### src/rtl/pic_pkg.sv
// Shared constants and types for the priority interrupt controller.
// Assumes one 20 MHz clock and asynchronous active-low reset.
package pic_pkg;
   localparam int PIC_TRAP_LEVELS  = 8;
   localparam int PIC_GRP_LEVELS   = 24;
   localparam int PIC_BASE_LEVELS  = 16;
   localparam int PIC_EXT_LEVELS   = 48;
   localparam int PIC_ALL_LEVELS   = 56;
   localparam int PIC_IDX_W        = 6;
   // Dedicated word addresses (octal)
   localparam logic [6:0] PIC_VEC_TRAP = 7'o60;
   localparam logic [6:0] PIC_VEC_GRP1 = 7'o70;
   localparam logic [6:0] PIC_VEC_GRP2 = 7'o120;
   // Trap level assignments
   localparam int PIC_TRAP_POWER   = 0;
   localparam int PIC_TRAP_PARITY  = 1;
   localparam int PIC_TRAP_PAGE    = 2;
   localparam int PIC_TRAP_INSTR   = 3;
   localparam int PIC_TRAP_STALL   = 4;
   localparam int PIC_TRAP_TIMER   = 5;
   localparam int PIC_TRAP_FLOAT   = 6;
   localparam int PIC_TRAP_ADDR    = 7;
   // Control word reset values
   localparam logic [23:0] PIC_ARM_RST = 24'h00_0000;
   localparam logic [23:0] PIC_ENA_RST = 24'h00_0000;

   typedef enum logic [1:0] {
      PIC_GRP_TRAP,
      PIC_GRP_ONE,
      PIC_GRP_TWO
   } pic_grp_t;

   // Service request to the processor
   typedef struct packed {
      logic        valid;
      pic_grp_t    grp;
      logic [4:0]  level;
      logic [6:0]  vector;
   } pic_req_t;

   // Per-group control load from the processor
   typedef struct packed {
      logic        ld;
      logic [23:0] arm;
      logic [23:0] ena;
   } pic_ctl_t;
endpackage

### src/rtl/pic_prio_enc.sv
// Fixed-priority encoder, lowest index wins.
// Assumes a purely combinational use inside the controller.
`timescale 1ns/1ps
module pic_prio_enc
   import pic_pkg::*;
#(
   parameter int N = 56,
   parameter int W = 6
) (
   input  wire logic [N-1:0] i_req,
   output logic             o_any,
   output logic [W-1:0]     o_idx
);
   // Refuse an index too narrow to name every input
   if (N > (1 << W)) begin : gen_bad_width
      $error("pic_prio_enc: index too narrow");
   end

   // Scan from the top down so the lowest index is written last and kept
   always_comb begin
      o_any = 1'b0;
      o_idx = '0;
      for (int k = N - 1; k >= 0; k--) begin
         if (i_req[k]) begin
            o_any = 1'b1;
            o_idx = W'(k);
         end
      end
   end
endmodule

### src/rtl/pic_ext_group.sv
// One external interrupt group: arm, enable, waiting, active state.
// Assumes triggers are single-cycle pulses synchronous to I_CLK.
`timescale 1ns/1ps
module pic_ext_group
   import pic_pkg::*;
#(
   parameter int LEVELS = 24
) (
   input  wire logic              i_clk,
   input  wire logic              i_arst_n,
   input  wire logic [LEVELS-1:0] i_trig,
   input  wire logic [LEVELS-1:0] i_soft_req,
   input  wire logic [LEVELS-1:0] i_soft_act,
   input  wire logic              i_ld,
   input  wire logic [LEVELS-1:0] i_arm,
   input  wire logic [LEVELS-1:0] i_ena,
   input  wire logic [LEVELS-1:0] i_grant,
   input  wire logic [LEVELS-1:0] i_done,
   output logic      [LEVELS-1:0] o_wait,
   output logic      [LEVELS-1:0] o_act,
   output logic      [LEVELS-1:0] o_arm,
   output logic      [LEVELS-1:0] o_ena
);
   // A group holds one to twenty-four levels
   if (LEVELS < 1 || LEVELS > PIC_GRP_LEVELS) begin : gen_bad_levels
      $error("pic_ext_group: LEVELS out of range");
   end

   logic [LEVELS-1:0] arm_r, ena_r, wait_r, act_r;
   logic [LEVELS-1:0] wait_nxt, act_nxt;

   // Disarmed levels drop their trigger; a new trigger beats a grant
   assign wait_nxt = (wait_r & ~i_grant) | ((i_trig | i_soft_req) & arm_r);
   assign act_nxt  = (act_r & ~i_done) | i_grant | i_soft_act;

   always_ff @(posedge i_clk or negedge i_arst_n) begin
      if (!i_arst_n) begin
         arm_r  <= '0;
         ena_r  <= '0;
         wait_r <= '0;
         act_r  <= '0;
      end else begin
         if (i_ld) begin
            arm_r <= i_arm;
            ena_r <= i_ena;
         end
         wait_r <= wait_nxt;
         act_r  <= act_nxt;
      end
   end

   assign o_wait = wait_r;
   assign o_act  = act_r;
   assign o_arm  = arm_r;
   assign o_ena  = ena_r;
endmodule

### src/rtl/pic_ctrl.sv
// Priority interrupt controller: eight traps and two external groups.
// Assumes the core pulses instruction-end and return-from-service strobes.
`timescale 1ns/1ps
// Functional notes
// - Levels fall in three groups: traps, external group one, group two.
// - Trap group holds at most eight levels.
// - Up to 48 external levels, 24 per external group.
// - Each level has a unique priority that alone orders service.
// - Priority falls from trap 0 down to group two level 23.
// - Panel indicator lights while any level is active and enabled.
// - Trap levels are tied to fixed internal sources 0 to 7.
// - A recognised level diverts the processor to its service routine.
// - Base has group one 0-15; expansion adds 32 more levels.
// - External source to level mapping is left to the system build.
// - Each level owns a dedicated word at octal 60, 70 or 120 onward.
// - Traps always armed and enabled, activate unless higher level active.
// - Armed level waits on trigger; disarmed level ignores it.
// - Enabled waiting level activates at instruction end if not held.
module pic_ctrl
   import pic_pkg::*;
#(
   parameter bit EXPANSION = 1'b1
) (
   input  wire logic                    I_CLK,
   input  wire logic                    I_ARST_N,
   input  wire logic                    I_TRAP_POWER,
   input  wire logic                    I_TRAP_PARITY,
   input  wire logic                    I_TRAP_PAGE,
   input  wire logic                    I_TRAP_INSTR,
   input  wire logic                    I_TRAP_STALL,
   input  wire logic                    I_TRAP_TIMER,
   input  wire logic                    I_TRAP_FLOAT_ARITH_UNIT,
   input  wire logic                    I_TRAP_ADDR,
   input  wire logic [PIC_EXT_LEVELS-1:0] I_EXT_TRIG,
   input  wire logic [PIC_EXT_LEVELS-1:0] I_SOFT_REQ,
   input  wire logic [PIC_EXT_LEVELS-1:0] I_SOFT_ACT,
   input  wire pic_ctl_t                I_CTL_GRP1,
   input  wire pic_ctl_t                I_CTL_GRP2,
   input  wire logic                    I_INSTR_END,
   input  wire logic                    I_HOLD_SET,
   input  wire logic                    I_HOLD_REL,
   input  wire logic                    I_ACK,
   input  wire logic                    I_SVC_DONE,
   output pic_req_t                     O_REQ,
   output logic [PIC_EXT_LEVELS-1:0]    O_EXT_WAIT,
   output logic [PIC_EXT_LEVELS-1:0]    O_EXT_ACT,
   output logic [PIC_TRAP_LEVELS-1:0]   O_TRAP_ACT,
   output logic                         O_HOLD,
   output logic                         O_PANEL_INT
);
   localparam int G2_OFS = PIC_TRAP_LEVELS + PIC_GRP_LEVELS;

   // Fixed trap wiring; bit position is the trap level
   logic [PIC_TRAP_LEVELS-1:0] trap_trig;
   assign trap_trig[PIC_TRAP_POWER]  = I_TRAP_POWER;
   assign trap_trig[PIC_TRAP_PARITY] = I_TRAP_PARITY;
   assign trap_trig[PIC_TRAP_PAGE]   = I_TRAP_PAGE;
   assign trap_trig[PIC_TRAP_INSTR]  = I_TRAP_INSTR;
   assign trap_trig[PIC_TRAP_STALL]  = I_TRAP_STALL;
   assign trap_trig[PIC_TRAP_TIMER]  = I_TRAP_TIMER;
   assign trap_trig[PIC_TRAP_FLOAT]  = I_TRAP_FLOAT_ARITH_UNIT;
   assign trap_trig[PIC_TRAP_ADDR]   = I_TRAP_ADDR;

   // Levels not fitted are masked; the base board has group one 0-15
   localparam logic [PIC_EXT_LEVELS-1:0] FITTED =
      EXPANSION ? {PIC_EXT_LEVELS{1'b1}}
                : {{(PIC_EXT_LEVELS-PIC_BASE_LEVELS){1'b0}},
                   {PIC_BASE_LEVELS{1'b1}}};

   logic [PIC_TRAP_LEVELS-1:0] trap_wait_r, trap_act_r;
   logic [PIC_EXT_LEVELS-1:0]  ext_wait, ext_act, ext_arm, ext_ena;
   logic [PIC_EXT_LEVELS-1:0]  ext_grant, ext_done;
   logic                       hold_r;
   pic_req_t                   req_r;
   logic [PIC_ALL_LEVELS-1:0]  svc_done;

   // Groups one and two; sources reach levels by board wiring
   genvar g;
   generate
      for (g = 0; g < 2; g++) begin : gen_grp
         localparam int B = g * PIC_GRP_LEVELS;
         pic_ext_group #(.LEVELS(PIC_GRP_LEVELS)) u_grp (
            .i_clk      (I_CLK),
            .i_arst_n   (I_ARST_N),
            .i_trig     (I_EXT_TRIG[B +: PIC_GRP_LEVELS]
                         & FITTED[B +: PIC_GRP_LEVELS]),
            .i_soft_req (I_SOFT_REQ[B +: PIC_GRP_LEVELS]
                         & FITTED[B +: PIC_GRP_LEVELS]),
            .i_soft_act (I_SOFT_ACT[B +: PIC_GRP_LEVELS]
                         & FITTED[B +: PIC_GRP_LEVELS]),
            .i_ld       (g == 0 ? I_CTL_GRP1.ld : I_CTL_GRP2.ld),
            .i_arm      ((g == 0 ? I_CTL_GRP1.arm : I_CTL_GRP2.arm)
                         & FITTED[B +: PIC_GRP_LEVELS]),
            .i_ena      (g == 0 ? I_CTL_GRP1.ena : I_CTL_GRP2.ena),
            .i_grant    (ext_grant[B +: PIC_GRP_LEVELS]),
            .i_done     (ext_done[B +: PIC_GRP_LEVELS]),
            .o_wait     (ext_wait[B +: PIC_GRP_LEVELS]),
            .o_act      (ext_act[B +: PIC_GRP_LEVELS]),
            .o_arm      (ext_arm[B +: PIC_GRP_LEVELS]),
            .o_ena      (ext_ena[B +: PIC_GRP_LEVELS])
         );
      end
   endgenerate

   // Priority vector: traps in low bits, then group one, then group two
   logic [PIC_ALL_LEVELS-1:0] act_all, act_online, wait_all;
   assign act_all    = {ext_act, trap_act_r};
   assign act_online = {ext_act & ext_ena, trap_act_r};  // Traps always on
   assign wait_all   = {ext_wait & ext_ena, trap_wait_r};

   logic                 act_any, wait_any;
   logic [PIC_IDX_W-1:0] act_idx, wait_idx;

   pic_prio_enc #(.N(PIC_ALL_LEVELS), .W(PIC_IDX_W)) u_act_enc (
      .i_req (act_online),
      .o_any (act_any),
      .o_idx (act_idx)
   );

   pic_prio_enc #(.N(PIC_ALL_LEVELS), .W(PIC_IDX_W)) u_wait_enc (
      .i_req (wait_all),
      .o_any (wait_any),
      .o_idx (wait_idx)
   );

   // Winner must outrank every on-line active level
   logic outranks, is_trap, ext_ok, grant_now;
   assign outranks  = !act_any || (wait_idx < act_idx);
   assign is_trap   = wait_idx < PIC_IDX_W'(PIC_TRAP_LEVELS);
   // Traps go at once; external waits on instruction end and no hold
   assign ext_ok    = I_INSTR_END && !hold_r;
   assign grant_now = wait_any && outranks && !req_r.valid
                      && (is_trap || ext_ok);

   // One-hot grant of the chosen level
   logic [PIC_ALL_LEVELS-1:0] grant_all;
   assign grant_all = grant_now ? (PIC_ALL_LEVELS'(1) << wait_idx) : '0;
   assign ext_grant = grant_all[PIC_ALL_LEVELS-1:PIC_TRAP_LEVELS];

   // Return from service retires the highest active level
   logic                 top_any;
   logic [PIC_IDX_W-1:0] top_idx;
   pic_prio_enc #(.N(PIC_ALL_LEVELS), .W(PIC_IDX_W)) u_top_enc (
      .i_req (act_all),
      .o_any (top_any),
      .o_idx (top_idx)
   );
   assign svc_done = (I_SVC_DONE && top_any)
                     ? (PIC_ALL_LEVELS'(1) << top_idx) : '0;
   assign ext_done = svc_done[PIC_ALL_LEVELS-1:PIC_TRAP_LEVELS];

   // Map a flat index to group, level and dedicated word
   function automatic pic_req_t pic_decode(input logic [PIC_IDX_W-1:0] idx);
      pic_req_t r;
      logic [PIC_IDX_W-1:0] lvl;
      r = '0;
      r.valid = 1'b1;
      if (idx < PIC_IDX_W'(PIC_TRAP_LEVELS)) begin
         lvl = idx;
         r.grp = PIC_GRP_TRAP;
         r.vector = PIC_VEC_TRAP + 7'(lvl);
      end else if (idx < PIC_IDX_W'(G2_OFS)) begin
         lvl = idx - PIC_IDX_W'(PIC_TRAP_LEVELS);
         r.grp = PIC_GRP_ONE;
         r.vector = PIC_VEC_GRP1 + 7'(lvl);
      end else begin
         lvl = idx - PIC_IDX_W'(G2_OFS);
         r.grp = PIC_GRP_TWO;
         r.vector = PIC_VEC_GRP2 + 7'(lvl);
      end
      r.level = lvl[4:0];
      return r;
   endfunction

   // Trap waiting and active state
   logic [PIC_TRAP_LEVELS-1:0] trap_wait_nxt, trap_act_nxt;
   assign trap_wait_nxt = (trap_wait_r & ~grant_all[PIC_TRAP_LEVELS-1:0])
                          | trap_trig;
   assign trap_act_nxt  = (trap_act_r & ~svc_done[PIC_TRAP_LEVELS-1:0])
                          | grant_all[PIC_TRAP_LEVELS-1:0];

   // Hold of external activation; set has priority over release
   logic hold_nxt;
   assign hold_nxt = I_HOLD_SET | (hold_r & ~I_HOLD_REL);

   always_ff @(posedge I_CLK or negedge I_ARST_N) begin
      if (!I_ARST_N) begin
         trap_wait_r <= '0;
         trap_act_r  <= '0;
         hold_r      <= 1'b0;
      end else begin
         trap_wait_r <= trap_wait_nxt;
         trap_act_r  <= trap_act_nxt;
         hold_r      <= hold_nxt;
      end
   end

   // Service request held until the core acknowledges the diversion
   always_ff @(posedge I_CLK or negedge I_ARST_N) begin
      if (!I_ARST_N) begin
         req_r <= '0;
      end else if (grant_now) begin
         req_r <= pic_decode(wait_idx);
      end else if (I_ACK) begin
         req_r <= '0;
      end
   end

   // Panel lamp from registered state, so it never glitches
   logic panel_r;
   always_ff @(posedge I_CLK or negedge I_ARST_N) begin
      if (!I_ARST_N) begin
         panel_r <= 1'b0;
      end else begin
         panel_r <= |act_online;
      end
   end

   assign O_REQ       = req_r;
   assign O_EXT_WAIT  = ext_wait;
   assign O_EXT_ACT   = ext_act;
   assign O_TRAP_ACT  = trap_act_r;
   assign O_HOLD      = hold_r;
   assign O_PANEL_INT = panel_r;
endmodule

### config.mk
export PLATFORM = sky130hd
export DESIGN_NAME = pic_ctrl
export DESIGN_NICKNAME = d
export VERILOG_FILES = /design/src/rtl/pic_pkg.sv /design/src/rtl/pic_prio_enc.sv /design/src/rtl/pic_ext_group.sv /design/src/rtl/pic_ctrl.sv
export SDC_FILE = /design/constraint.sdc
export NUM_CORES = 1
export LEC_CHECK = 0
export BUFFER_PORTS_ARGS = -buffer_cell sky130_fd_sc_hd__buf_4
export CORE_MARGIN = 5
export CORE_UTILIZATION = 50
export DETAILED_ROUTE_END_ITERATION = 6
export PLACE_DENSITY = 0.78
export SETUP_SLACK_MARGIN = 0.15
export SYNTH_ARGS = -nofsm -noshare
export SYNTH_HDL_FRONTEND = slang
export SYNTH_SLANG_ARGS = --single-unit
### constraint.sdc
create_clock -name I_CLK -period 6.56 [get_ports I_CLK]
set_clock_uncertainty 0.15 [all_clocks]
set_input_delay 0.656 -clock I_CLK [delete_from_list [all_inputs] [get_ports I_CLK]]
set_output_delay 0.656 -clock I_CLK [all_outputs]
set_load 0.01 [all_outputs]
### Word level (Yosys, flattened, before mapping)

Index checks and enable logic that the tools add are counted.
Widths: inputs -> output; s select.

* add/sub/neg operators: 5
* multipliers: 0
* div/mod/pow operators: 0
* order comparisons: 3
* equality and inequality tests: 0
* shifts and indexed selects: 2
* mux-type cells: 346
* bitwise operators: 29
* reductions and logical operators: 12

Operators by type and width (number)
* $mux 6: 168
* $or 24x24->24: 8
* $mux 1: 168
* $and 24x24->24: 6
* $mux 56: 2
* $shl 1x6->56 const A: 2
* $and 48x48->48: 2
* $not 24->24: 4
* $reduce_or 56->1: 1
* $mux 15: 2
* $and 8x8->8: 2
* $not 8->8: 2
* $or 8x8->8: 2
* $add 6x6->7 const A: 2
* $mux 7: 2
* $mux 5: 2
* $add 7x6->7 const A: 1
* $lt 6x4->1 const B: 1
* $lt 6x6->1: 1
* $lt 6x6->1 const B: 1
* $sub 6x4->6 const B: 1
* $sub 6x6->6 const B: 1
* $logic_and 1x1->1: 5
* $mux 2: 2
* other kinds (6): 9

* flip-flop bits (word level): 225
* bits in latches: 0
* RAM bits: 0
* memory bits (read-only): 0
* word-level logic and storage cells: 413
* memories kept: 0

### Logic depth before layout (Yosys ltp)

Gate-level depths: netlist (run 1).

* word-level depth: 66
* gate-level depth with buffers: 19

### Cells and area by module

From an unflattened synthesis (run 1), not the netlist that was laid out.

* cell total of the unflattened synthesis: 1384
* area, all modules: 12563.3 µm²

Modules (own cells, without submodules)
* pic_ext_group: instances 2, cells each 293, area an instance 3692.3 µm²
* pic_ctrl: instances 1, cells each 444, area an instance 3076.7 µm²
* pic_prio_enc: instances 3, cells each 118, area an instance 700.7 µm²

### Worst setup path before layout (run 1)

No wires, ideal clock.

* kind: register to register
* from: register gen_grp[1].u_grp.wait_r[11]
* to: register gen_grp[0].u_grp.wait_r[19]
* setup time: 0.119 ns
* arrival time: 3.453 ns
* data required time: 6.291 ns
* setup slack: 2.838 ns
* cell stages (with the launch flop): 16
* path through: dfrtp_1 a22o_1 nor4_4 nor4_1 o21ai_0 a21o_1 clkinv_1 ha_1 a21o_1 maj3_1 a21o_1 a21oi_4 buf_6 buf_6 nand4_1 a21bo_1

* word-level cells in the longest chain between the ends: 54
* elaborated cells between the ends (all ways): 101
* classes of those cells: 2 x order compare; 1 x shift; 89 x mux; 4 x bitwise; 5 x reduce/logical

Ends and longest elaborated chain
* start, declared: RTL line pic_ext_group.sv:29 `logic [LEVELS-1:0] arm_r, ena_r, wait_r, act_r;`
* start signal, assigned: RTL line pic_ext_group.sv:47 `wait_r <= wait_nxt;`
* $and 48x48->48 (*): RTL line pic_ctrl.sv:109 `assign wait_all = {ext_wait & ext_ena, trap_wait_r};`
* $mux 6 (44 in series): RTL line pic_prio_enc.sv:24 `if (i_req[k]) begin`
* $lt 6x6->1: RTL line pic_ctrl.sv:128 `assign outranks = !act_any || (wait_idx < act_idx);`
* $logic_or 1x1->1: RTL line pic_ctrl.sv:128
* $logic_and 1x1->1 (2 in series): RTL line pic_ctrl.sv:132 `assign grant_now = wait_any && outranks && !req_r.valid`
* $logic_and 1x1->1: RTL line pic_ctrl.sv:133 `&& (is_trap || ext_ok);`
* $mux 56 (*): RTL line pic_ctrl.sv:137 `assign grant_all = grant_now ? (PIC_ALL_LEVELS'(1) << wait_idx) : '0;`
* $not 24->24 (*): RTL line pic_ext_group.sv:33 `assign wait_nxt = (wait_r & ~i_grant) | ((i_trig | i_soft_req) & arm_r);`
* $and 24x24->24 (*): RTL line pic_ext_group.sv:33
* $or 24x24->24 (*): RTL line pic_ext_group.sv:33
* net gen_grp[0].u_grp.wait_nxt[19]: RTL line pic_ext_group.sv:30 `logic [LEVELS-1:0] wait_nxt, act_nxt;`
* end signal, assigned: RTL line pic_ext_group.sv:47
* end, declared: RTL line pic_ext_group.sv:29

Mark *: on every way through the listed nets, which the timed path passes. The rest lies on a longest branch.
A chain may end at the register's enable or synchronous reset.

### Worst setup path after layout (run 1)

* from: register gen_grp[1].u_grp.ena_r[5]
* to: register trap_wait_r[4]

* word-level cells in the longest chain between the ends: 48
* elaborated cells between the ends (all ways): 167
* classes of those cells: 2 x order compare; 1 x shift; 153 x mux; 5 x bitwise; 6 x reduce/logical

Ends and longest elaborated chain
* start, declared: RTL line pic_ext_group.sv:29
* start signal, assigned: RTL line pic_ext_group.sv:45 `ena_r <= i_ena;`
* $and 48x48->48 (on tied branches): RTL line pic_ctrl.sv:109, pic_ctrl.sv:108
* $mux 6 / $mux 1 (equally long branches) (38 in series): RTL line pic_prio_enc.sv:24
* $lt 6x6->1 / $logic_not 1->1 (equally long branches): RTL line pic_ctrl.sv:128
* $logic_or 1x1->1: RTL line pic_ctrl.sv:128
* $logic_and 1x1->1 (2 in series): RTL line pic_ctrl.sv:132
* $logic_and 1x1->1: RTL line pic_ctrl.sv:133
* $mux 56 (*): RTL line pic_ctrl.sv:137
* $not 8->8 (*): RTL line pic_ctrl.sv:177 `assign trap_wait_nxt = (trap_wait_r & ~grant_all[PIC_TRAP_LEVELS-1:0])`
* $and 8x8->8 (*): RTL line pic_ctrl.sv:177
* $or 8x8->8 (*): RTL line pic_ctrl.sv:178 `| trap_trig;`
* net trap_wait_nxt[4]: RTL line pic_ctrl.sv:176 `logic [PIC_TRAP_LEVELS-1:0] trap_wait_nxt, trap_act_nxt;`
* end signal, assigned: RTL line pic_ctrl.sv:192 `trap_wait_r <= trap_wait_nxt;`
* end, declared: RTL line pic_ctrl.sv:70 `logic [PIC_TRAP_LEVELS-1:0] trap_wait_r, trap_act_r;`

Marks and branches as above.

==> results of run 1 <==
==> cell usage after synthesis (all sizes together) (4+ instances only) <==
| library cell | count | area (um^2) |
|---|---|---|
| a211o | 8 | 70.1 |
| and3 | 14 | 92.6 |
| a21o | 14 | 105 |
| o21ai | 101 | 509 |
| buf | 24 | 163 |
| o311ai | 6 | 52.6 |
| nand4 | 42 | 275 |
| nand2b | 20 | 125 |
| nand3 | 37 | 210 |
| a22oi | 31 | 238 |
| o21a | 22 | 165 |
| a21oi | 92 | 472 |
| a221o | 4 | 40.0 |
| a221oi | 4 | 35.0 |
| o211ai | 10 | 75.1 |
| nand4b | 11 | 96.3 |
| nor2 | 93 | 349 |
| dfrtp | 222 | 5560 |
| nand3b | 4 | 30.0 |
| clkbuf | 30 | 114 |
| a31oi | 31 | 194 |
| nor4 | 19 | 170 |
| nor3 | 12 | 71.3 |
| a2111oi | 4 | 41.3 |
| inv | 39 | 149 |
| a21bo | 16 | 160 |
| o21bai | 4 | 30.0 |
| a21boi | 4 | 41.3 |
| a32oi | 7 | 61.3 |
| a32o | 9 | 90.1 |
| or4 | 6 | 45.0 |
| a211oi | 6 | 45.0 |
| a22o | 16 | 140 |
| mux2i | 6 | 60.1 |
| nor2b | 20 | 125 |
| o31ai | 9 | 67.6 |
| ha | 8 | 100 |
| mux2 | 96 | 1080 |
| and2 | 10 | 62.6 |
| nand2 | 119 | 454 |
==> area by class of cell <==
cell class / instances / area (um^2) / share of cell area (%)
multi-input cells: 959 / 6440 / 39.5
repair buffers: 387 / 2920 / 17.9
clock inverters: 8 / 93.8 / 0.576
clock buffers: 38 / 734 / 4.51
flip-flops and latches: 222 / 5560 / 34.1
inverters: 40 / 153 / 0.937
well taps: 324 / 405 / 2.49
==> power by group through the flow <==
stage	clock network (mW)	registers, mW	logic [mW]
after CTS	1.44	1.58	1.19
after floorplan	0	1.58	0.749
after detailed placement	0	1.60	1.18
final	1.43	1.59	1.23
after global routing	1.50	1.60	1.29
after global placement	0	1.60	1.16
==> cells by family after synthesis <==
kind of cell    count (synthesis)  share of synthesized area (%)
simple gates                  426                           18.5
xor+xnor                        2                          0.292
compound gates                420                           22.9
mux                           102                           9.19
buf+inv                        94                           3.46
flops                         222                           44.8
fa+ha+maj                       9                          0.887
==> sequential cells by signal, indices dropped and copies added (netlist names) <==
| register | count |
|---|---|
| gen_grp.u_grp.o_ena | 48 |
| gen_grp.u_grp.o_act | 48 |
| O_REQ | 12 |
| O_PANEL_INT | 1 |
| gen_grp.u_grp.o_wait | 48 |
| trap_wait_r | 8 |
| O_HOLD | 1 |
| gen_grp.u_grp.o_arm | 48 |
| O_TRAP_ACT | 8 |
==> stage by stage <==
stage	std cells	hold WS, ns	setup WS, ns
final	1978	0.163	1.53
after global placement	1931	0.333	1.81
after global routing	1978	0.157	1.24
after detailed placement	1931	0.339	1.61
after CTS	1978	0.148	1.61
after floorplan	1275	0.210	2.84
==> layer usage <==
metal | share of wire [%] | up-vias | track usage [%]
li1 | - | 5530 | -
met1 | 38 | 6090 | 44.9
met2 | 46 | 884 | 52.8
met3 | 12 | 136 | 8.16
met4 | 4.0 | 0 | 10.8
met5 | 0 | - | 0
==> worst paths after layout <==
| kind | from | to | slack, ns |
|---|---|---|---|
| worst max-delay path | gen_grp[1].u_grp.o_ena[5]$_DFFE_PN0P_ | trap_wait_r[4]$_DFF_PN0_ | 1.53 |
| worst min-delay path | I_SOFT_ACT[28] | gen_grp[1].u_grp.o_act[4]$_DFF_PN0_ | 0.16 |
| worst max register to register | gen_grp[1].u_grp.o_ena[5]$_DFFE_PN0P_ | trap_wait_r[4]$_DFF_PN0_ | 1.53 |
| worst min register to register | gen_grp[1].u_grp.o_arm[4]$_DFFE_PN0P_ | gen_grp[1].u_grp.o_arm[4]$_DFFE_PN0P_ | 0.35 |
| max in group asynchronous | I_ARST_N | O_TRAP_ACT[2]$_DFF_PN0_ | 4.25 |
| min in group asynchronous | I_ARST_N | gen_grp[1].u_grp.o_arm[6]$_DFFE_PN0P_ | 0.56 |
==> timing repair <==
item	CTS	global route
hold endpoints to repair	79	0
setup endpoints to repair	0	0
hold buffers	1	0
==> key figures, run 1 <==
Logic synthesis
  – Post-synth EDFFs: 0
  – FF+latch count, synth: 222
  – Net Count, Synth: 1540
  – Synth warn: 0
  – Distinct cells, synth: 97
  – Register area share after synthesis: around 45%
  – Cell count after synthesis: between 1000 and 1500
  – Netlist Area Pre-Place: ~12000 um^2
  – Syn_area_per_cell: 9.73 um^2
  – Main synth FF type: dfrtp_1
  – Async SR Flop Fraction: 100%

Detailed routing
  – DRC: 0
  – Drt first pass iters: 6
  – DRT iter0 DRCs: roughly 1600
  – Via count: about 13000
  – Post-DRT Antenna Nets: 0
  – Final wirelength: approximately 49 mm
  – Drt wl/cell: 24.7 um
  – Post-DR vias/cell: ~6.4

Setup path
  – CP startpoint kind: flip-flop
  – Worst Path Buf+Inv: 1
  – Required @ worst endpoint: 6.79 ns
  – Most common cell on crit path: a21o_1
  – Critical path arrival: 5.26 ns
  – Critical Path Sink Type: flip-flop
  – Critical-path cell list: a22oi_1 -> nand2_1 -> nor4_1 -> o21ai_0 -> a21o_1 -> clkinv_1 -> ha_1 -> a21o_1 -> maj3_1 -> a21o_1 -> a21oi_4 -> nor3b_2 -> a31oi_1
  – Worst reg-to-reg path cell count: 13
  – Critical Setup Path Class: reg -> reg
  – Crit path max-delay family: compound AO/OA/AOI/OAI gates
  – Critical path's slowest cell: nor3b_2
  – Slowest stage delay, CP: slightly below 0.8 ns
  – Number of cells on the critical path: 13
  – CP Max Fanout: 21

Clock tree
  – Clk pin slew, worst setup/hold paths: about 0.060 ns
  – # Post-CTS Setup Buffers: 0
  – CTS Buf Count: 25
  – Sink Count: between 200 and 250
  – CTS tree: built
  – Worst-Skew Late Latency: about 0.53 ns
  – Clock Tree Buf Depth: 3
  – PostCTS Resize Cnt: 0
  – H-tree levels: 1
  – Clock Tree Root: clkbuf_16

Pwr
  – Total Power: 4.25 mW
  – Share of total power in sequential cells: 37.3%
  – Sw frac: 35.2%
  – P_int: about 2.8 mW
  – Switch Pwr: about 1.5 mW
  – Logic gate share of total power: 29.0%
  – Clock power share: 33.7%
  – Worst vdd ir: 0.234 mV
  – Pwr Density: 261 nW/um^2
  – Leak Pwr: 6.81 nW

Global route
  – First-pass GRT wire length: 73.3 mm
  – Total track usage: 33.2%
  – Vias in the first global route: 12404
  – Largest net degree at the start of global routing: 82
  – Initial antenna violation count: 0
  – GRT Residual Overflow: 0

Min path
  – Type of the worst min-delay path: in -> reg
  – Hold Path Cell Cnt: 2

Layout
  – Diodes inserted: 0
  – # fillers: 2019
  – Commonest non-fill, non-tap cell in the layout: buf_4
  – Most frequent cells in the layout: buf_4 (385), dfrtp_1 (222), nand2_1 (118)
  – Fin nets: 1900
  – Layout Utilization: 66.8%
  – Finished Cell Area: 16300 um^2
  – Share of cells above drive strength 1: around a third
  – Layout area overhead: 31.3%

Placed design
  – Hpwl dp: roughly 37 mm
  – Buffers on Ports: 377
  – Placed Area: 15500 um^2
  – Routability Congestion: 0.967

Timing
  – Worst-Margin Slew: 1.22 ns
  – Fin Setup TNS: 0 ns
  – Period minus WS final: 5.03 ns
  – RSZ-0062 raised after global routing: no
  – Final Cycle Share: between 70% and 80%
  – Final Hold Viols: 0
  – Slew margin rel.: 16.7%
  – Fmax: 199 MHz
  – Max Slew Vio Count: 0
  – Setup Viol. Count Final: 0

Floorplanning
  – Starting Density: 50.9%
  – # rows: 57
  – Die Width: 168 um
  – Placeable core area: approximately 24000 um^2
  – Die Height: 168 um
  – Area of the die: 28100 um^2
  – I/O pin total: 378

Job
  – Number of max-cap violations: 0

Outcome
  – Status: finished clean
Power figures use the tool's default switching activity.
==> run 2, diff against run 1 <==
- ABC_AREA: unset -> 1
- clock period: 6.56 -> 5.2 ns (I/O delays scaled with it)
==> run 2 against run 1 <==
  * The flow now finishes with violations (DRC)
  * Non-clock buffer count grew 38
  * Final cell count grew 17%
  * Clock-buffer cell count fell by 4
  * Register-to-register slack lost 1.3 ns
  * Sequential cell count unchanged
  * First-iteration DRC count down 21%
  * Die area shrank 1.3%
  * Critical endpoint is now gen_grp[0].u_grp.o_wait[21]$_DFF_PN0_
  * Highest routed layer unchanged
==> key figures, run 2 <==
Placed design
  – Hpwl dp: 38.6 mm
  – Routability Congestion: 1.04
  – Buffers on Ports: between 300 and 400
  – DP Worst Slack: about 0.12 ns
  – Placed Cells: 2254

Logic synthesis
  – Post-synth EDFFs: 0
  – Synth warn: 0
  – Most frequent cell after synthesis: nand2_1
  – Main synth FF type: dfrtp_1
  – Net Count, Synth: around 1800
  – Netlist Area Pre-Place: between 10000 and 15000 um^2
  – Cell count after synthesis: 1573
  – Distinct cells, synth: 29
  – Syn_area_per_cell: 7.78 um^2
  – Yosys top cell area share: 45.4%
  – FF+latch count, synth: ~220
  – Commonest cells in the netlist: nand2_1 (554), dfrtp_1 (222), nor2_1 (184)
  – Async SR Flop Fraction: 100%
  – Top post-synthesis cells by area: dfrtp_1 (45%), nand2_1 (17%), mux2_2 (8.8%), nor2_1 (5.6%), o21ai_0 (4.3%)
  – Post-synth top area cell: dfrtp_1
  – Register area share after synthesis: between 40% and 50%

Layout
  – Most frequent cells in the layout: nand2_1 (512), buf_4 (408), dfrtp_1 (221)
  – Layout Utilization: 70.4%
  – Final non-filler cell total: 2317
  – Commonest non-fill, non-tap cell in the layout: nand2_1
  – Fin nets: 2244
  – Sequential cell area: ~5600 um^2
  – Multi-input logic area: 6620 um^2
  – Layout area overhead: 39.4%
  – # fillers: 1968
  – Diodes inserted: 0
  – Share of cells above drive strength 1: 34.2%

Detailed routing
  – DRC: 4
  – Drt wl/cell: 21.3 um
  – Post-DRT Antenna Nets: 0
  – DRT iter0 DRCs: 1249
  – Post-DR vias/cell: 5.57
  – Drt first pass iters: 7
  – Final wirelength: 49.4 mm
  – Via count: roughly 13000

Setup path
  – Slowest stage delay, CP: 0.37 ns
  – Reg2reg start: gen_grp[1].u_grp.o_wait[19]$_DFF_PN0_
  – Critical Path Sink Type: flip-flop
  – Critical path's slowest cell: dfrtp_1
  – CP startpoint: gen_grp[1].u_grp.o_wait[19]$_DFF_PN0_
  – Most common cell on crit path: nor2_1
  – Critical Setup Path Class: reg -> reg
  – Crit path max-delay family: simple AND/OR/NAND/NOR gates
  – Required @ worst endpoint: around 5.5 ns
  – Critical path arrival: 5.18 ns
  – CP Max Fanout: 11
  – CP startpoint kind: flip-flop
  – Worst Path Buf+Inv: 2

Clock tree
  – CTS Buf Count: 24
  – Clock Tree Root: clkbuf_16
  – Clock Tree Buf Depth: 3
  – Clk pin slew, worst setup/hold paths: 0.06 ns
  – Worst-Skew Late Latency: between 0.5 and 0.6 ns
  – CTS tree: built
  – Sink Count: 222
  – H-tree levels: 1

Global route
  – Vias in the first global route: 12595
  – Largest net degree at the start of global routing: 120
  – GRT Residual Overflow: 0
  – Total track usage: between 30% and 40%
  – Initial antenna violation count: 0
  – First-pass GRT wire length: 72.1 mm

Outcome
  – Failing checks: DRC
  – Status: finished with violations

Timing
  – Fmax: 203 MHz
  – Final hold slack: 0.0237 ns
  – Final setup margin: 0.277 ns
  – Period minus WS final: 4.92 ns
  – Slew margin rel.: 19.0%
  – Max Slew Vio Count: 0
  – Final Hold Viols: 0
  – RSZ-0062 raised after global routing: yes
  – Setup Viol. Count Final: 0
  – Worst-Margin Slew: 1.21 ns
  – Final Cycle Share: 94.7%

Pwr
  – Leak Pwr: roughly 8.1 nW
  – Pwr Density: 328 nW/um^2
  – Total Power: 5.60 mW
  – Worst vdd ir: 0.308 mV

Floorplanning
  – Die Width: 166 um
  – Die Height: 166 um
  – Starting Density: 50.5%
  – Placeable core area: 24200 um^2
  – # rows: 57
  – Area of the die: 27700 um^2
  – I/O pin total: 378

Min path
  – Type of the worst min-delay path: in -> reg
  – Hold path startpoint: I_HOLD_REL

Job
  – Number of max-cap violations: 0
run 2: changes by cell type after synthesis, sizes merged, moves of 27 or more:
cell / delta
nand3b: +44
a22oi: -31
nor2: +91
nand3: +58
a31oi: -27
inv: +66
nand2: +439
a21oi: -73
run 2: timing repair:
| item | CTS | global route |
|---|---|---|
| setup endpoints to repair | 7 | 124 |
| endpoints found under the hold margin | 57 | 0 |
| pin swaps | 0 | 33 |
| resized for setup | 4 | 161 |
| gates cloned | 0 | 11 |
| buffers inserted | 0 | 11 |
| hold buffers | 1 | 0 |
run 2: layout make-up:
cell class / count / share of cell area (%)
multi-input combinational: 1201 / 38.8
sequential: 222 / 32.6
timing repair buffer: 425 / 19.7
clock buffer: 34 / 4.04
tap: 324 / 2.38
inverter: 105 / 2.31
clock inverter: 6 / 0.176
run 2: metal layers:
metal | global-route usage [%] | vias up | share of wire (%)
met5 | 0 | - | 0
met4 | 10.0 | 0 | 3.5
met3 | 8.63 | 105 | 9.9
met2 | 55.0 | 714 | 48
met1 | 42.7 | 6134 | 38
li1 | - | 5956 | -
run 2: final timing paths:
check                      cells after the start  slack, ns                                endpoint
max                                           38       0.28   gen_grp[0].u_grp.o_wait[21]$_DFF_PN0_
max in group asynchronous                      3       3.27  gen_grp[1].u_grp.o_arm[18]$_DFFE_PN0P_
min in group asynchronous                      2       0.50  gen_grp[0].u_grp.o_arm[19]$_DFFE_PN0P_
min reg2reg                                    2       0.35    gen_grp[1].u_grp.o_wait[8]$_DFF_PN0_
min                                            2       0.02                        O_HOLD$_DFF_PN0_
max reg2reg                                   38       0.28   gen_grp[0].u_grp.o_wait[21]$_DFF_PN0_
run 2: logic make-up after synthesis:
kind of cell               share of synthesized area (%)
adders and majority gates                          0.818
DFF                                                 45.4
and+or+nand+nor                                     33.3
muxes                                               8.83
AOI/OAI and AO/OA                                   6.48
buffers and inverters                               5.12
xor gates and xnor gates                          0.0716
run 2: worst register-to-register path, delay by kind of cell, from the launching register on:
kind	cells	cell delay [ns]
buf+inv	2	0.44
flops	1	0.37
fa+ha+maj	1	0.29
compound gates	2	0.26
simple gates	33	3.30
run 2: report_power, final:
| part | internal, mW | switching (mW) | leakage (nW) |
|---|---|---|---|
| clock network | 0.914 | 0.683 | 0.360 |
| registers | 1.84 | 0.103 | 2.32 |
| logic | 0.864 | 1.19 | 5.44 |
| total | 3.62 | 1.98 | 8.12 |
run 2: metrics by stage:
stage               TNS, ns  area [um^2]
floorplan                 0        12200
global placement          0        15500
detailed placement        0        15500
CTS                       0        16200
global route         -13.05        17100
finish                    0        17100
==> run 3, diff against run 2 <==
- PLACE_DENSITY: 0.78 -> 0.77
- REMOVE_ABC_BUFFERS: unset -> 1
- SYNTH_HIERARCHICAL: unset -> 1
==> run 3 against run 2 <==
  * The run now ends clean
  * Register-to-register slack worse by 0.16 ns
  * Non-clock buffer count grew 2
  * Global-route usage down 2.2 points
  * Synthesized area increased by 11%
  * Design area is 7.8% higher
  * First-iteration DRC count increased by 4.6%
  * Clock-buffer cell count up 3
  * Critical endpoint is now gen_grp[0].u_grp/o_act[14]$_DFF_PN0_
  * Largest cell class unchanged
==> key figures, run 3 <==
Outcome
  – Status: finished clean

Pwr
  – Leak Pwr: 10.0 nW
  – Worst vdd ir: roughly 0.29 mV
  – Pwr Density: ~290 nW/um^2

Min path
  – Hold path startpoint: I_HOLD_REL
  – Hold Path Cell Cnt: 2
  – Type of the worst min-delay path: in -> reg

Layout
  – Most frequent cells in the layout: nand2_1 (603), inv_1 (455), buf_4 (409)
  – Fin nets: 2763
  – Share of cells above drive strength 1: 26.1%
  – Layout Utilization: 68.7%
  – Finished Cell Area: about 18000 um^2
  – Commonest non-fill, non-tap cell in the layout: nand2_1
  – Layout area overhead: 36.0%
  – Diodes inserted: 0
  – Final non-filler cell total: 2854

Global route
  – Vias in the first global route: 14068
  – Initial antenna violation count: 0
  – First-pass GRT wire length: approximately 75 mm
  – Largest net degree at the start of global routing: 122
  – Total track usage: 30.9%
  – GRT Residual Overflow: 0

Detailed routing
  – Drt wl/cell: 17.4 um
  – Post-DRT Antenna Nets: 0
  – Via count: between 10000 and 15000
  – DRC: 0
  – Drt first pass iters: 5
  – Final wirelength: 49.5 mm
  – Post-DR vias/cell: 5.00
  – DRT iter0 DRCs: roughly 1300

Logic synthesis
  – Most frequent cell after synthesis: nand2_1
  – Distinct cells, synth: 33
  – Register area share after synthesis: 41.1%
  – Syn_area_per_cell: 6.45 um^2
  – Commonest cells in the netlist: nand2_1 (637), inv_1 (473), nor2_1 (276)
  – Yosys top cell area share: 41.1%
  – Cell count after synthesis: 2098
  – Top post-synthesis cells by area: dfrtp_1 (41%), nand2_1 (18%), inv_1 (13%), nor2_1 (7.7%), o21ai_0 (6.8%)
  – FF+latch count, synth: 222
  – Post-synth top area cell: dfrtp_1
  – Post-synth EDFFs: 0
  – Netlist Area Pre-Place: 13500 um^2
  – Main synth FF type: dfrtp_1
  – Async SR Flop Fraction: 100%
  – Synth warn: 6

Timing
  – Fin Setup TNS: 0 ns
  – Setup Viol. Count Final: 0
  – Final Cycle Share: 97.8%
  – Slew margin rel.: under 10%
  – RSZ-0062 raised after global routing: yes
  – Final hold slack: 0.0248 ns
  – Fmax: a little under 200 MHz
  – Max Slew Vio Count: 0
  – Period minus WS final: 5.09 ns
  – Worst-Margin Slew: 1.34 ns
  – Final Hold Viols: 0

Setup path
  – Reg2reg start: gen_grp[1].u_grp/o_act[23]$_DFF_PN0_
  – CP Max Fanout: 7
  – CP startpoint: gen_grp[1].u_grp/o_act[23]$_DFF_PN0_
  – Slowest stage delay, CP: 1.06 ns
  – Reg-to-reg slack, setup: 0.11 ns
  – Worst reg-to-reg path cell count: 33
  – Most common cell on crit path: nand2_1
  – CP startpoint kind: flip-flop
  – Critical path arrival: ~5.3 ns
  – Critical path's slowest cell: a211oi_1
  – Critical Path Sink Type: flip-flop
  – Required @ worst endpoint: 5.44 ns
  – Critical Setup Path Class: reg -> reg

Floorplanning
  – # rows: 60
  – Placeable core area: 26800 um^2
  – Die Width: 174 um
  – Area of the die: between 30000 and 40000 um^2
  – Starting Density: 50.5%
  – Die Height: 174 um
  – I/O pin total: 378

Clock tree
  – CTS Buf Count: 25
  – CTS tree: built
  – Clock Tree Buf Depth: 3
  – Sink Count: 222
  – Worst-Skew Late Latency: 0.53 ns
  – Clock Tree Root: clkbuf_16
  – Clk pin slew, worst setup/hold paths: ~0.060 ns
  – H-tree levels: 1

Placed design
  – Routability Congestion: 1.06
  – Buffers on Ports: 377
  – Placed Cells: around 2800
  – Placed Area: 16700 um^2
  – Hpwl dp: 38.9 mm

Job
  – Number of max-cap violations: 0
run 3: path summary, 6_finish.rpt:
path,to
setup / recovery,gen_grp[0].u_grp/o_act[14]$_DFF_PN0_
hold / removal,O_HOLD$_DFF_PN0_
setup reg to reg,gen_grp[0].u_grp/o_act[14]$_DFF_PN0_
hold reg to reg,gen_grp[1].u_grp/o_wait[23]$_DFF_PN0_
max in group asynchronous,gen_grp[0].u_grp/o_arm[10]$_DFFE_PN0P_
min in group asynchronous,gen_grp[1].u_grp/o_arm[3]$_DFFE_PN0P_
run 3: timing repair:
action	in CTS	in global routing
hold buffers	1	0
gates resized for setup	5	221
pin swaps	0	69
hold endpoints to repair	36	0
setup endpoints to repair	10	124
gates cloned	0	4
setup buffers	0	15
run 3: layout make-up:
class | instances | area [um^2]
clock buffer | 37 | 731
clock inverter | 7 | 110
fill | 2377 | 8400
inverter | 524 | 2010
multi-input combinational | 1296 | 6190
sequential | 222 | 5560
tap | 341 | 427
timing repair buffer | 427 | 3380
run 3: logic make-up (layout without fill, tap and decap cells):
kind of cell / count (synthesis) / after routing / share of synthesized area, %
fa+ha+maj: 10 / 10 / 0.925
flops: 222 / 222 / 41.1
buf+inv: 580 / 995 / 17.7
xor+xnor: 1 / 1 / 0.0648
simple gates: 1045 / 1045 / 30.9
compound gates: 240 / 240 / 9.34
run 3: metal layers:
metal	part of all wire (%)	global-route usage, %	vias to the layer above
met4	3.4	9.44	0
met1	41	40.1	6545
met3	8.9	6.81	102
li1	-	-	7012
met5	0	0	-
met2	47	51.8	598
run 3: power by group:
| group | leakage [nW] | total [mW] | switching, mW | internal [mW] |
|---|---|---|---|---|
| sequential | 2.37 | 1.96 | 0.125 | 1.83 |
| clock | 0.416 | 1.82 | 0.707 | 1.11 |
| combinational | 7.23 | 1.56 | 0.948 | 0.615 |
run 3: critical path: cells and delay by family, from the launching register on:
| family | cells | cell delay, ns |
|---|---|---|
| AND/OR/NAND/NOR | 23 | 2.12 |
| flip-flops | 1 | 0.34 |
| buffers and inverters | 5 | 0.80 |
| AO/OA/AOI/OAI | 5 | 1.53 |
run 3: stage by stage:
stage | setup slack (ns) | power, mW
after floorplan | -0.340 | 2.61
after global placement | 0.161 | 3.19
after detailed placement | 0.106 | 3.21
after CTS | 0.152 | 5.04
after global routing | -0.404 | 5.60
final | 0.113 | 5.34
